--- src/design/pmt_pkg.sv ---
// Contract
// RQ1 - Pressing program and digit-one together enters user programming mode, display alternating calibration and programming labels.
// RQ2 - In programming mode each program press advances one menu item up to the third config code, and two more presses return to operation.
// RQ3 - Tare is enabled when the first digit of the third config code is set to three.
// RQ4 - While tare is enabled a program press lights the rightmost decimal point.
// RQ5 - While tare is enabled each program press captures the reading as offset so the shown value becomes zero.
// RQ6 - Pressing up and right together disables tare, drops the offset and shows the untared reading.
// RQ7 - A rear input is active only while strapped to common, and inactive when open.
// RQ8 - While lockout is asserted parameters may be viewed but never changed.
// RQ9 - While hold is asserted the display freezes but conversions go on, and release shows the latest reading at once.
// RQ10 - A momentary test input lights all segments, five eights, for three seconds.
// RQ11 - During the three-second test the processing logic is held in reset.
// RQ12 - Every button and rear input is synchronised and debounced so one closure gives one command.
package pmt_pkg;
  // ----------------------------------------
  // Timing
  // ----------------------------------------
  localparam int unsigned CLK_HZ         = 40_000_000;
  localparam int unsigned TEST_MS        = 3000;
  localparam int unsigned TEST_CYCLES    = TEST_MS * (CLK_HZ / 1000);
  localparam int unsigned DEBOUNCE_MS    = 10;
  localparam int unsigned DEBOUNCE_CYCLES = DEBOUNCE_MS * (CLK_HZ / 1000);
  localparam int unsigned LABEL_MS       = 500;
  localparam int unsigned LABEL_CYCLES   = LABEL_MS * (CLK_HZ / 1000);
  // ----------------------------------------
  // Menu and display
  // ----------------------------------------
  localparam int unsigned MENU_LAST      = 3;          // Third config code item
  localparam logic [3:0]  TARE_DIGIT     = 4'h3;
  localparam logic [3:0]  CODE3_RESET    = 4'h0;
  localparam int unsigned RDG_W          = 17;
  localparam int unsigned NUM_IN         = 7;
  localparam logic [3:0]  DIGIT_MAX      = 4'h9;
  // Input index map
  localparam int unsigned IN_PROG        = 0;
  localparam int unsigned IN_ONE         = 1;
  localparam int unsigned IN_UP          = 2;
  localparam int unsigned IN_RIGHT       = 3;
  localparam int unsigned IN_LOCK        = 4;
  localparam int unsigned IN_HOLD        = 5;
  localparam int unsigned IN_TEST        = 6;

  typedef enum logic [1:0] {PMT_LBL_NONE, PMT_LBL_HWCAL, PMT_LBL_PROG, PMT_LBL_CODE3} pmt_label_e;
  typedef enum {PMT_RUN, PMT_ENTRY, PMT_MENU, PMT_EXIT} pmt_state_e;
endpackage

--- src/design/pmt_in_if.sv ---
`timescale 1ns/1ps
// Debounced input levels and press pulses
interface pmt_in_if;
  import pmt_pkg::*;
  logic [NUM_IN-1:0] level;
  logic [NUM_IN-1:0] press;
  modport src (output level, output press);
  modport dst (input level, input press);
endinterface // pmt_in_if

--- src/design/pmt_debounce.sv ---
`timescale 1ns/1ps
module pmt_debounce
  import pmt_pkg::*;
#(
  parameter int unsigned DEB_CYCLES = DEBOUNCE_CYCLES
)
(
  input  wire logic              ref_clk_i,
  input  wire logic              reset_i,
  input  wire logic [NUM_IN-1:0] raw_n_i,
  pmt_in_if.src                  ins
);
  // ----------------------------------------
  // Sync and filter
  // ----------------------------------------
  logic [NUM_IN-1:0] meta_n;
  logic [NUM_IN-1:0] sync_n;
  logic [NUM_IN-1:0] state;
  logic [NUM_IN-1:0] pulse;
  logic [25:0]       cnt [NUM_IN];

  // RQ12 two-flop sync
  always_ff @(posedge ref_clk_i) begin
    meta_n <= raw_n_i;
    sync_n <= meta_n;
  end

  // RQ12 stable-time filter; RQ7 low means strapped
  always_ff @(posedge ref_clk_i) begin
    for (int i = 0; i < NUM_IN; i++) begin
      if (reset_i) begin
        state[i] <= 1'b0;
        cnt[i]   <= '0;
        pulse[i] <= 1'b0;
      end else begin
        pulse[i] <= 1'b0;
        if (~sync_n[i] == state[i]) begin
          cnt[i] <= '0;
        end else if (cnt[i] == 26'(DEB_CYCLES - 1)) begin
          cnt[i]   <= '0;
          state[i] <= ~sync_n[i];
          pulse[i] <= ~sync_n[i];
        end else begin
          cnt[i] <= cnt[i] + 26'h1;
        end
      end
    end
  end

  assign ins.level = state;
  assign ins.press = pulse;
endmodule // pmt_debounce

--- src/design/pmt_test_timer.sv ---
`timescale 1ns/1ps
module pmt_test_timer
  import pmt_pkg::*;
#(
  parameter int unsigned TEST_LEN = TEST_CYCLES
)
(
  input  wire logic ref_clk_i,
  input  wire logic reset_i,
  input  wire logic start_i,
  output logic      active_o
);
  logic [27:0] cnt;

  // RQ10 fixed three seconds
  always_ff @(posedge ref_clk_i) begin
    if (reset_i) begin
      cnt      <= '0;
      active_o <= 1'b0;
    end else if (start_i && !active_o) begin
      cnt      <= 28'(TEST_LEN - 1);
      active_o <= 1'b1;
    end else if (active_o) begin
      if (cnt == '0) begin
        active_o <= 1'b0;
      end else begin
        cnt <= cnt - 28'h1;
      end
    end
  end
endmodule // pmt_test_timer

--- src/design/pmt_top.sv ---
`timescale 1ns/1ps
module pmt_top
  import pmt_pkg::*;
#(
  // Interval lengths in clock cycles; defaults are the real intervals
  parameter int unsigned DEB_CYCLES = DEBOUNCE_CYCLES,
  parameter int unsigned TEST_LEN   = TEST_CYCLES,
  parameter int unsigned LBL_LEN    = LABEL_CYCLES
)
(
  input  wire logic                    ref_clk_i,
  input  wire logic                    reset_i,
  input  wire logic                    btn_prog_n_i,
  input  wire logic                    btn_one_n_i,
  input  wire logic                    btn_up_n_i,
  input  wire logic                    btn_right_n_i,
  input  wire logic                    lockout_n_i,
  input  wire logic                    hold_n_i,
  input  wire logic                    test_n_i,
  input  wire logic                    conv_valid_i,
  input  wire logic signed [RDG_W-1:0] conv_data_i,
  output logic signed [RDG_W-1:0]      shown_value_o,
  output logic                         all_segments_o,
  output logic                         right_dp_o,
  output logic                         tare_enabled_o,
  output logic                         prog_mode_o,
  output logic [1:0]                   label_o,
  output logic [1:0]                   menu_item_o,
  output logic [3:0]                   code3_digit_o,
  output logic                         proc_reset_o
);
  // ----------------------------------------
  // Inputs
  // ----------------------------------------
  pmt_in_if ins ();
  logic     test_active;
  logic     core_rst;

  pmt_debounce #(.DEB_CYCLES(DEB_CYCLES)) u_deb (
    .ref_clk_i (ref_clk_i),
    .reset_i   (reset_i),
    .raw_n_i   ({test_n_i, hold_n_i, lockout_n_i, btn_right_n_i,
                 btn_up_n_i, btn_one_n_i, btn_prog_n_i}),
    .ins       (ins)
  );

  // RQ10 test start from press
  pmt_test_timer #(.TEST_LEN(TEST_LEN)) u_tst (
    .ref_clk_i (ref_clk_i),
    .reset_i   (reset_i),
    .start_i   (ins.press[IN_TEST]),
    .active_o  (test_active)
  );

  // RQ11 core reset during test
  assign core_rst     = reset_i | test_active;
  assign proc_reset_o = test_active;

  // Combined press decodes
  logic prog_p, one_p, up_p, right_p, chord_enter, chord_untare, locked;
  assign prog_p  = ins.press[IN_PROG];
  assign one_p   = ins.press[IN_ONE];
  assign up_p    = ins.press[IN_UP];
  assign right_p = ins.press[IN_RIGHT];
  assign locked  = ins.level[IN_LOCK];
  // RQ1 program plus digit-one chord
  assign chord_enter  = (prog_p & ins.level[IN_ONE]) | (one_p & ins.level[IN_PROG]);
  // RQ6 up plus right chord
  assign chord_untare = (up_p & ins.level[IN_RIGHT]) | (right_p & ins.level[IN_UP]);

  // ----------------------------------------
  // Menu state machine
  // ----------------------------------------
  pmt_state_e  state;
  logic [1:0]  item;
  logic [24:0] lbl_cnt;
  logic        lbl_phase;

  always_ff @(posedge ref_clk_i) begin
    if (core_rst) begin
      state    <= PMT_RUN;
      item     <= '0;
    end else begin
      case (state)
        // RQ1 enter programming mode
        PMT_RUN: begin
          if (chord_enter) begin
            state <= PMT_ENTRY;
          end
        end
        // Digit-one press accepts the mode
        PMT_ENTRY: begin
          if (one_p && !ins.level[IN_PROG]) begin
            state <= PMT_MENU;
            item  <= 2'h1;
          end
        end
        // RQ2 advance to third code
        PMT_MENU: begin
          if (prog_p) begin
            if (item == 2'(MENU_LAST)) begin
              state <= PMT_EXIT;
            end else begin
              item <= item + 2'h1;
            end
          end
        end
        // RQ2 second press returns
        PMT_EXIT: begin
          if (prog_p) begin
            state <= PMT_RUN;
            item  <= '0;
          end
        end
        default: state <= PMT_RUN;
      endcase
    end
  end

  // Label alternation timer
  always_ff @(posedge ref_clk_i) begin
    if (core_rst || state != PMT_ENTRY) begin
      lbl_cnt   <= '0;
      lbl_phase <= 1'b0;
    end else if (lbl_cnt == 25'(LBL_LEN - 1)) begin
      lbl_cnt   <= '0;
      lbl_phase <= ~lbl_phase;
    end else begin
      lbl_cnt <= lbl_cnt + 25'h1;
    end
  end

  // RQ1 alternate calibration and program labels
  always_comb begin
    case (state)
      PMT_ENTRY: label_o = lbl_phase ? 2'(PMT_LBL_PROG) : 2'(PMT_LBL_HWCAL);
      PMT_MENU:  label_o = (item == 2'(MENU_LAST)) ? 2'(PMT_LBL_CODE3) : 2'(PMT_LBL_NONE);
      PMT_EXIT:  label_o = 2'(PMT_LBL_CODE3);
      default:   label_o = 2'(PMT_LBL_NONE);
    endcase
  end

  assign prog_mode_o = (state != PMT_RUN);
  assign menu_item_o = item;

  // ----------------------------------------
  // Config code digit
  // ----------------------------------------
  logic [3:0] code3;
  logic       on_code3;
  assign on_code3 = (state == PMT_MENU) && (item == 2'(MENU_LAST));

  // RQ8 edits refused while locked
  always_ff @(posedge ref_clk_i) begin
    if (reset_i) begin
      code3 <= CODE3_RESET;
    end else if (on_code3 && !locked && up_p && !ins.level[IN_RIGHT]) begin
      code3 <= (code3 == DIGIT_MAX) ? 4'h0 : code3 + 4'h1;
    end else if (!prog_mode_o && !locked && chord_untare) begin
      // RQ6 clear tare selection
      code3 <= CODE3_RESET;
    end
  end
  assign code3_digit_o = code3;

  // RQ3 tare enabled by digit three
  logic tare_en;
  assign tare_en        = (code3 == TARE_DIGIT);
  assign tare_enabled_o = tare_en;

  // ----------------------------------------
  // Reading path
  // ----------------------------------------
  logic signed [RDG_W-1:0] latest;
  logic signed [RDG_W-1:0] offset;
  logic                    dp;

  // RQ9 conversions run regardless of hold
  always_ff @(posedge ref_clk_i) begin
    if (core_rst) begin
      latest <= '0;
    end else if (conv_valid_i) begin
      latest <= conv_data_i;
    end
  end

  // RQ5 capture offset on tare press
  always_ff @(posedge ref_clk_i) begin
    if (core_rst) begin
      offset <= '0;
      dp     <= 1'b0;
    end else if (!tare_en || (!prog_mode_o && chord_untare)) begin
      // RQ6 drop offset
      offset <= '0;
      dp     <= 1'b0;
    end else if (!prog_mode_o && prog_p && !chord_enter) begin
      offset <= latest;
      // RQ4 decimal point on
      dp     <= 1'b1;
    end
  end

  // RQ9 freeze while hold, release shows latest
  always_ff @(posedge ref_clk_i) begin
    if (core_rst) begin
      shown_value_o <= '0;
    end else if (!ins.level[IN_HOLD]) begin
      shown_value_o <= RDG_W'(latest - offset);
    end
  end

  assign right_dp_o     = dp;
  // RQ10 all segments lit
  assign all_segments_o = test_active;
endmodule // pmt_top

--- config.mk ---
export PLATFORM = sky130hd
export DESIGN_NAME = pmt_top
export DESIGN_NICKNAME = d
export VERILOG_FILES = /design/src/design/pmt_pkg.sv /design/src/design/pmt_in_if.sv /design/src/design/pmt_debounce.sv /design/src/design/pmt_test_timer.sv /design/src/design/pmt_top.sv
export SDC_FILE = /design/constraint.sdc
export NUM_CORES = 1
export LEC_CHECK = 0
export BUFFER_PORTS_ARGS = -buffer_cell sky130_fd_sc_hd__buf_4
export CORE_MARGIN = 2
export CORE_UTILIZATION = 63
export CTS_CLUSTER_SIZE = 40
export DETAILED_ROUTE_END_ITERATION = 12
export HOLD_SLACK_MARGIN = 0.12
export PLACE_DENSITY = 0.81
export SYNTH_ARGS = -nofsm -noshare
export SYNTH_HDL_FRONTEND = slang
export SYNTH_HIERARCHICAL = 1
export SYNTH_SLANG_ARGS = --single-unit
--- constraint.sdc ---
create_clock -name ref_clk_i -period 2.9 [get_ports ref_clk_i]
set_input_delay 0.145 -clock ref_clk_i [delete_from_list [all_inputs] [get_ports ref_clk_i]]
set_output_delay 0.145 -clock ref_clk_i [all_outputs]
set_load 0.1 [all_outputs]
# After elaboration in Yosys (flattened, before gate mapping)
# Memory sizes are Yosys's and may differ from the RTL's.
# Index checks and enable logic that the tools add are counted.
# W data, S select, Z words.
# classes
addsub	12
n_mul	0
div	0
n_lt_le_gt_ge	0
eq_ne	30
shift	0
n_mux	123
bitwise_logic	49
reduce_logical	45
# op_table
cell	n
$mux W26	21
$add A26 B1 Y26 const B	7
$eq A26 B19 Y1 const B	7
$mux W32	5
$pmux W32 S4	1
$mux W1	82
$mux W27	3
$eq A32 B2 Y1 const B	2
$eq A32 B1 Y1 const B	1
$eq A32 B3 Y1 const B	1
$logic_not A32 Y1	1
$ne A32 B2 Y1 const B	1
$reduce_bool A32 Y1	1
$logic_not A28 Y1	1
$sub A28 B1 Y28 const B	1
$add A25 B1 Y25 const B	1
$eq A25 B25 Y1 const B	1
$or A1 B1 Y1	24
$not A1 Y1	21
$reduce_and A2 Y1	9
$sub A17 B17 Y17	1
$reduce_or A3 Y1	5
$mux W2	6
$mux W4	3
other kinds (17)	53
# word_totals
register_bits	171
latch_bits	0
ram_bits	182
rom_bits	0
input_bits	27
output_inout_bits	30
wordCells	286
mem_count	1
# memory_table
memory	words	width	read_ports	rd_clocked_by_memory_dff	wr	line	source
u_deb.cnt	7	26	7	0	7	pmt_debounce.sv:20	logic [25:0] cnt [NUM_IN];

# Depth between registers and ports, before layout
# Gate-level depths: netlist of run 1.
# depth
word_depth	8
depth_mapped	9

# Hierarchy
# Netlist of run 1, hierarchy kept.
# modules_own_cells
module	n_inst	cells_per_inst	area_each_um2	seq_area_each_um2
pmt_debounce	1	1066	11155.7	6025.8
pmt_top	1	510	4282.9	1721.7
pmt_test_timer	1	199	1675.4	580.6

# Worst setup path after synthesis of run 1
# OpenSTA, ideal clock, no wires.
# synth_timing
path_kind	reg2reg
startpoint	register code3[0] (netlist: code3_digit_o[0])
endpoint	register offset[10]
setup_ns	0.071
t_arrival_ns	4.755
required_time_ns	2.829
slack_ns	-1.926
path_stages_with_launch	6
n_path_buf	1
cell_sequence	dfxtp_1 -> ha_1 -> nor3b_1 -> nand3_1 -> clkbuf_1 -> a21oi_1
# synth_via
elab_chain_cells	4
# synth_rtl
element	line	source
start, declared	pmt_top.sv:149	logic [3:0] code3;
start signal, assigned	pmt_top.sv:158	code3 <= (code3 == DIGIT_MAX) ? 4'h0 : code3 + 4'h1;
$eq A4 B2 Y1	pmt_top.sv:168	assign tare_en = (code3 == TARE_DIGIT);
named net tare_enabled_o	pmt_top.sv:25	output logic tare_enabled_o,
$logic_not A1 Y1	pmt_top.sv:192	end else if (!tare_en || (!prog_mode_o && chord_untare)) begin
$logic_or A1 B1 Y1	pmt_top.sv:192	
$reduce_or A2 Y1 (no source line)	n/a	
end signal, assigned	pmt_top.sv:197	offset <= latest;
end, declared	pmt_top.sv:175	logic signed [RDG_W-1:0] offset;
# The timed path passes the listed nets, and every way through them passes these cells.
# A chain may end at the register's enable or synchronous reset.

==> impl_metrics.ini, run 1 <==
[worst_setup_path]
reg2reg_depth = 5
worstSetupEndpointType = register
max_stage_delay_ns = 0.76
required_ns = 3.27
cp_max_fo = 12
critPathLaunchType = register
reg2reg_from = u_deb/cnt[4][0]
worstPathArrival_ns = 2.91
path_class = reg2reg
crit_top_cell = or4_1
r2r_setup_slack_ns = 0.37
cp_slowest_cell = or4_1
r2r_end = u_deb/cnt[4][20]
crit_chain = ha_1, nand4_2, or4_1, or4_1, a21oi_1

[global_route]
grt.total_usage_pct = 25.9
grt_pass1_wl_um = 62500
antenna_found_initial = 0
grt_pass1_vias = 13700
overflow = 0
grt_max_degree = 36

[timing]
fin_skew_ns = 0.0133
relSlewSlack_pct = 37.1
fmax_mhz = 395
min_period_ns = 2.53
worstMarginPinSlew_ns = 0.940
setup_tns_ns = 0
rsz0062_at_grt = no
hold_viol = 0
setup_violations = 0
report.final.slew_viol_count = 0
period_share_pct = 87.3
fin_ws_ns = 0.368

[final_layout]
final_net_count = 2099
layout_commonest_cell = nor2_1
multi_input_area_um2 = 8970
most-common-layout-cells = 199 x nor2_1, 182 x edfxtp_1, 182 x conb_1
n_antenna_cell = 0
ff_latch_area_um2 = 8290
drive_gt1_share_pct = 8.77
fillCellCount = 1876
area_growth_pct = 17.7

[hold_path]
whs_path_depth = 3
min_from = conv_valid_i
min_to = latest[12]
hold_class = in2reg

[cts]
cts_root_buffer = clkbuf_16
cts.clk_slew.worst_paths_ns = 0.06
clock_latency_ns = 0.52
cts_tree = yes
cts.sinks = 323
cts_buffer_depth = 3
htreeDepth = 2
cts_resized = 0
numCtsBuffers = 36

[routing]
ant_nets = 0
first_pass_iters = 6
vias_per_cell = 5.89
wire_per_inst_um = 15.2
via_count = 14200
drt_iter0_markers = 1054
drc_errors = 0
wl_um = 36600

[synthesis]
syn-cell-area_um2 = 17100
yosysWarningCount = 6
syn_inst = 1770
avgSynthCellArea_um2 = 9.63

[place]
hpwl_um = 24700
portBuffers = 56
gp_congestion = 0.862
pre_cts_ws_ns = 0.377

[die]
core_area_um2 = 26800
io_pins = 57
die_x_um = 169
die_h_um = 169
floorplan.initialDensity_pct = 63.6
design.die.area_um2 = 28400
rows = 60

[power_and_ir_drop]
finalPower_w = 0.0109
p_leak_nw = 7.21
powerDensity_nw_per_um2 = 544
vdd_drop_max_v = 0.000469

[run_status]
status = complete, no violations

[flow_run]
cap_violations = 0
## worst max-delay path by stage
stage               startpoint               end  slack, ns
2_1_floorplan   menu_item_o[0]        label_o[0]      -0.08
3_3_place_gp   u_deb/cnt[4][0]  u_deb/cnt[4][20]       0.49
3_5_place_dp   u_deb/cnt[4][0]  u_deb/cnt[4][20]       0.38
4_1_cts        u_deb/cnt[4][0]  u_deb/cnt[4][20]       0.36
5_1_grt        u_deb/cnt[4][0]  u_deb/cnt[4][22]       0.20
6_report       u_deb/cnt[4][0]  u_deb/cnt[4][20]       0.37
## power by group
group	switching [W]	leakage (nW)	total (W)	internal, W
clock	0.00182	0.591	0.00462	0.00281
combinational	0.000667	3.60	0.00104	0.000370
sequential	0.000211	3.02	0.00526	0.00505
## what timing repair did
item | in CTS | in global routing
hold buffers | 40 | 0
endpoints found under the setup margin | 0 | 0
setup buffers | 0 | 0
hold endpoints to repair | 32 | 0
## worst max-delay path: cells and delay by family (launching register included)
kind / cells / cell delay (ns)
flops: 1 / 0.40
compound gates: 1 / 0.15
simple gates: 3 / 1.58
fa+ha+maj: 1 / 0.26
## layer usage
layer | part of all wire (%) | wire length, um | track usage [%]
met5 | 0 | 0 | 0
met4 | 2.3 | 846 | 8.40
met3 | 4.4 | 1600 | 3.34
met2 | 49 | 18000 | 46.0
met1 | 44 | 16200 | 33.1
## layout make-up
type,instances,area share [%]
repair buffers,115,4.80
well taps,341,2.13
multi-input cells,1506,44.7
clock buffers,44,4.96
inverters,56,1.05
clock inverters,20,1.07
flip-flops and latches,323,41.3
## metrics by stage
step	utilization (%)	hold WS (ns)	cells	area, um^2
after floorplan	-	0.173	1951	17700
after global placement	68.9	0.249	2301	18500
after detailed placement	68.9	0.251	2301	18500
after CTS	74.9	0.120	2405	20100
after global routing	74.9	0.138	2405	20100
final	74.9	0.133	2405	20100
## flip-flops by register name, summed over array words and instances, names as in the netlist
signal and cells:
u_tst/cnt 28, latest 17, u_deb/meta_n 7, u_deb/sync_n 7, u_tst/active_o 1, code3_digit_o 4
u_deb/ins.level 7, menu_item_o 2, offset 17, state 2, lbl_cnt 25, right_dp_o 1
u_deb/ins.press 5, u_deb/cnt 182, shown_value_o 17, lbl_phase 1
(Power assumes the default switching activity.)
==> run 2, diff against run 1 <==
Settings changed: CORE_UTILIZATION 63 to 56, PLACE_DENSITY 0.81 to 0.73.
==> impl_metrics.ini, run 2 (synthesis gave the netlist of run 1 again) <==
[routing]
wire_per_inst_um = 14.4
drc_errors = 0
vias_per_cell = 5.68
ant_nets = 0
wl_um = 35300
via_count = 13900
first_pass_iters = 7
drt_iter0_markers = 957

[die]
io_pins = 57
design.die.area_um2 = 31900
die_x_um = 179
core_area_um2 = 29800
floorplan.initialDensity_pct = 57.2
rows = 63
die_h_um = 179

[power_and_ir_drop]
finalPower_w = 0.0107
vdd_drop_max_v = 0.000335
p_leak_nw = 7.19
powerDensity_nw_per_um2 = 535

[flow_run]
cap_violations = 0

[cts]
cts.sinks = 323
cts_tree = yes
cts_resized = 0
numCtsBuffers = 37
cts_buffer_depth = 3
holdBufCountCts = 35
cts_root_buffer = clkbuf_16
cts.clk_slew.worst_paths_ns = 0.06
clock_latency_ns = 0.51
post-cts-setup-buffers = 0
htreeDepth = 2

[timing]
min_period_ns = 2.53
hold_viol = 0
report.final.slew_viol_count = 0
worstMarginPinSlew_ns = 1.04
setup_violations = 0
relSlewSlack_pct = 30.5
fin_skew_ns = 0.0137
fmax_mhz = 395
rsz0062_at_grt = no
period_share_pct = 87.3
fin_ws_ns = 0.368

[worst_setup_path]
critPathLaunchType = register
path_class = reg2reg
r2r_setup_slack_ns = 0.37
crit_top_cell = or4_1
max_stage_delay_ns = 0.79
worstSetupEndpointType = register
r2r_end = u_deb/cnt[4][20]
required_ns = 3.27
critPathBufInv = 0
worstPathArrival_ns = 2.90
reg2reg_depth = 5
cp_max_fo = 12
cp_slowest_cell = or4_1
crit_chain = ha_1, nand4_2, or4_1, or4_1, a21oi_1
reg2reg_from = u_deb/cnt[4][0]
crit_family = simple AND/OR/NAND/NOR gates

[final_layout]
layout_commonest_cell = nor2_1
n_antenna_cell = 0
final_net_count = 2099
fillCellCount = 2442
drive_gt1_share_pct = 8.87
largest_register_ffs = 182
most-common-layout-cells = 199 x nor2_1, 182 x edfxtp_1, 182 x conb_1
largest-register = u_deb/cnt
area_growth_pct = 17.6
reg_top3 = u_deb/cnt x182, u_tst/cnt x28, lbl_cnt x25

[place]
pre_cts_ws_ns = 0.378
gp_congestion = 0.843
hpwl_um = 24500
portBuffers = 56

[hold_path]
whs_path_depth = 3
min_to = latest[1]
min_from = conv_valid_i
hold_class = in2reg

[global_route]
overflow = 0
grt_pass1_wl_um = 60400
grt_pass1_vias = 13100
antenna_found_initial = 0
grt_max_degree = 29
grt.total_usage_pct = 22.5

[run_status]
status = complete, no violations
==> run 2: changes by cell type in the layout (fill, tap and decap cells not counted), sizes merged <==
cell and delta:
clkinvlp -2, buf +4, clkinv +2, bufinv -2, inv -1, dlygate4sd3 -5
clkbuf +4
==> run 2: worst max-delay path by stage <==
stage	start	to	slack, ns	cells after the start
floorplan	menu_item_o[0]	label_o[0]	-0.08	3
global placement	u_deb/cnt[4][0]	u_deb/cnt[4][20]	0.44	5
detailed placement	u_deb/cnt[4][0]	u_deb/cnt[4][20]	0.38	5
CTS	u_deb/cnt[4][0]	u_deb/cnt[4][20]	0.36	5
global route	u_deb/cnt[4][0]	u_deb/cnt[4][20]	0.26	5
finish	u_deb/cnt[4][0]	u_deb/cnt[4][20]	0.37	5
==> run 2: routing by layer <==
metal | track usage (%) | up-vias | routed length (um)
li1 | - | 6986 | -
met1 | 29.9 | 6644 | 16400
met2 | 38.7 | 255 | 16900
met3 | 3.28 | 48 | 1440
met4 | 5.49 | 0 | 507
met5 | 0 | - | 0
==> run 2: final cells by class <==
class / instances / area, um^2 / share of cell area, %
Clock buffer: 48 / 1020 / 5.08
Clock inverter: 17 / 138 / 0.686
Inverter: 56 / 210 / 1.05
Multi-Input combinational cell: 1506 / 8970 / 44.7
Sequential cell: 323 / 8290 / 41.3
Tap cell: 390 / 488 / 2.43
Timing Repair Buffer: 114 / 943 / 4.70
==> run 2: per-stage QoR <==
| step | setup TNS [ns] | hold slack (ns) | instances | area [um^2] | utilization, % |
|---|---|---|---|---|---|
| floorplan | -0.157 | 0.173 | 1951 | 17700 | - |
| global placement | 0 | 0.249 | 2354 | 18600 | 62.3 |
| detailed placement | 0 | 0.250 | 2354 | 18600 | 62.3 |
| CTS | 0 | 0.120 | 2454 | 20100 | 67.3 |
| global route | 0 | 0.140 | 2454 | 20100 | 67.3 |
| finish | 0 | 0.125 | 2454 | 20100 | 67.3 |
==> run 2: worst min-delay path, stage by stage <==
cell	delay [ns]
buf_4	0.21
mux2i_1	0.15
nor2_1	0.08
==> run 2: report_power, final <==
part	internal (W)	total, W	switching [W]	leakage [nW]
Clock	0.00265	0.00445	0.00180	0.574
Sequential	0.00505	0.00526	0.000207	3.02
Combinational	0.000364	0.00101	0.000650	3.60
Total	0.00807	0.0107	0.00266	7.19
==> run 3, diff against run 2 <==
Settings changed: ABC_AREA from default to 1.
==> impl_metrics.ini, run 3 <==
[cts]
post-cts-setup-buffers = 0
htreeDepth = 2
cts_root_buffer = clkbuf_16
clock_latency_ns = 0.55
cts_buffer_depth = 3
cts.sinks = 323
numCtsBuffers = 38
cts.clk_slew.worst_paths_ns = 0.06
cts_tree = yes

[synthesis]
yosysWarningCount = 6
syn_inst = 2725
syn-cell-area_um2 = 19400
avgSynthCellArea_um2 = 7.13

[place]
hpwl_um = 32900
gp_congestion = 0.914
portBuffers = 56
dp_cells = 3378

[flow_run]
cap_violations = 0

[routing]
vias_per_cell = 5.02
first_pass_iters = 5
wl_um = 45000
drc_errors = 0
wire_per_inst_um = 12.9
drt_iter0_markers = 1120
via_count = 17500
ant_nets = 0

[timing]
relSlewSlack_pct = 39.8
worstMarginPinSlew_ns = 0.902
fmax_mhz = 457
rsz0062_at_grt = no
setup_violations = 0
period_share_pct = 75.4
fin_skew_ns = 0.0132
min_period_ns = 2.19
report.final.slew_viol_count = 0
setup_tns_ns = 0
hold_viol = 0

[final_layout]
layout_commonest_cell = nand2_1
area_growth_pct = 15.7
largest_register_ffs = 182
drive_gt1_share_pct = 6.56
most-common-layout-cells = 785 x nand2_1, 531 x nor2_1, 353 x inv_1
reg_top3 = u_deb/cnt x182, u_tst/cnt x28, lbl_cnt x25
stdcell_count = 3488
final_net_count = 3064
largest-register = u_deb/cnt

[worst_setup_path]
required_ns = 3.33
worstSetupEndpointType = register
reg2reg_depth = 7
r2r_setup_slack_ns = 0.71
cp_slowest_cell = inv_1
critPathLaunchType = register
r2r_end = offset[13]
crit_chain = inv_1, ha_1, nand3_1, nor2_1, inv_1, nor2_1, a211oi_1
reg2reg_from = state[0]
cp_max_fo = 31
critPathBufInv = 2
path_class = reg2reg
crit_family = buffers and inverters
worstPathArrival_ns = 2.61
max_stage_delay_ns = 0.68

[global_route]
grt.total_usage_pct = 25.2
top_usage_layer = met2
overflow = 0
antenna_found_initial = 0
grt_util_met3_pct = 4.25
grtUsageMet1_pct = 32.7
grt_max_degree = 32
grt_pass1_wl_um = 75900
grt_util_met2_pct = 43.0
grt_pass1_vias = 16700

[run_status]
status = complete, no violations

[hold_path]
min_from = btn_up_n_i
whs_path_depth = 2
hold_class = in2reg
min_to = u_deb/meta_n[2]

[die]
io_pins = 57
die_h_um = 190
floorplan.initialDensity_pct = 56.6
design.die.area_um2 = 36200
rows = 68
core_area_um2 = 34400
die_x_um = 190

[power_and_ir_drop]
powerDensity_nw_per_um2 = 497
p_leak_nw = 9.61
vdd_drop_max_v = 0.000679
[run 3: cell type report]
type                    instances  area, um^2
diodes                          1        2.50
clock buffers                  51        1080
clock inverters                18         194
fillers                      3070       11900
inverters                     360        1360
multi-input cells            2180       10100
flip-flops and latches        323        8290
well taps                     455         569
repair buffers                100         851
[run 3: layer usage]
| layer | wire length, um | vias up |
|---|---|---|
| li1 | - | 9041 |
| met1 | 20700 | 8043 |
| met2 | 21200 | 349 |
| met3 | 1990 | 87 |
| met4 | 1120 | 0 |
| met5 | 0 | - |
[run 3: power breakdown]
part	switching, W	internal (W)	total, W
logic	0.000745	0.000337	0.00108
registers	0.000186	0.00505	0.00523
clock network	0.00190	0.00298	0.00488
total	0.00283	0.00836	0.0112
[run 3: worst max path at each step]
stage	from	end	slack [ns]	cells after the start
finish	state[0]	offset[13]	0.71	7
global route	state[1]	offset[12]	0.46	7
CTS	state[0]	label_o[1]	0.81	7
detailed placement	state[1]	offset[3]	0.82	6
global placement	state[0]	offset[12]	0.97	6
floorplan	code3_digit_o[0]	offset[12]	0.18	5
[run 3: what timing repair did]
action                    in CTS  in global routing
hold buffers                  40                  0
resized for setup              0                  0
hold endpoints to repair      43                  0
[run 3: through the flow]
step                hold WS, ns  worst slack [ns]  util (%)  cell area (um^2)  power [W]
floorplan                 0.173             0.177         -             20100    0.00610
global placement          0.250             0.966      60.6             20800    0.00632
detailed placement        0.251             0.816      60.6             20800    0.00635
CTS                       0.216             0.809      65.4             22500     0.0113
global route              0.231             0.457      65.4             22500     0.0117
finish                    0.248             0.714      65.4             22500     0.0112
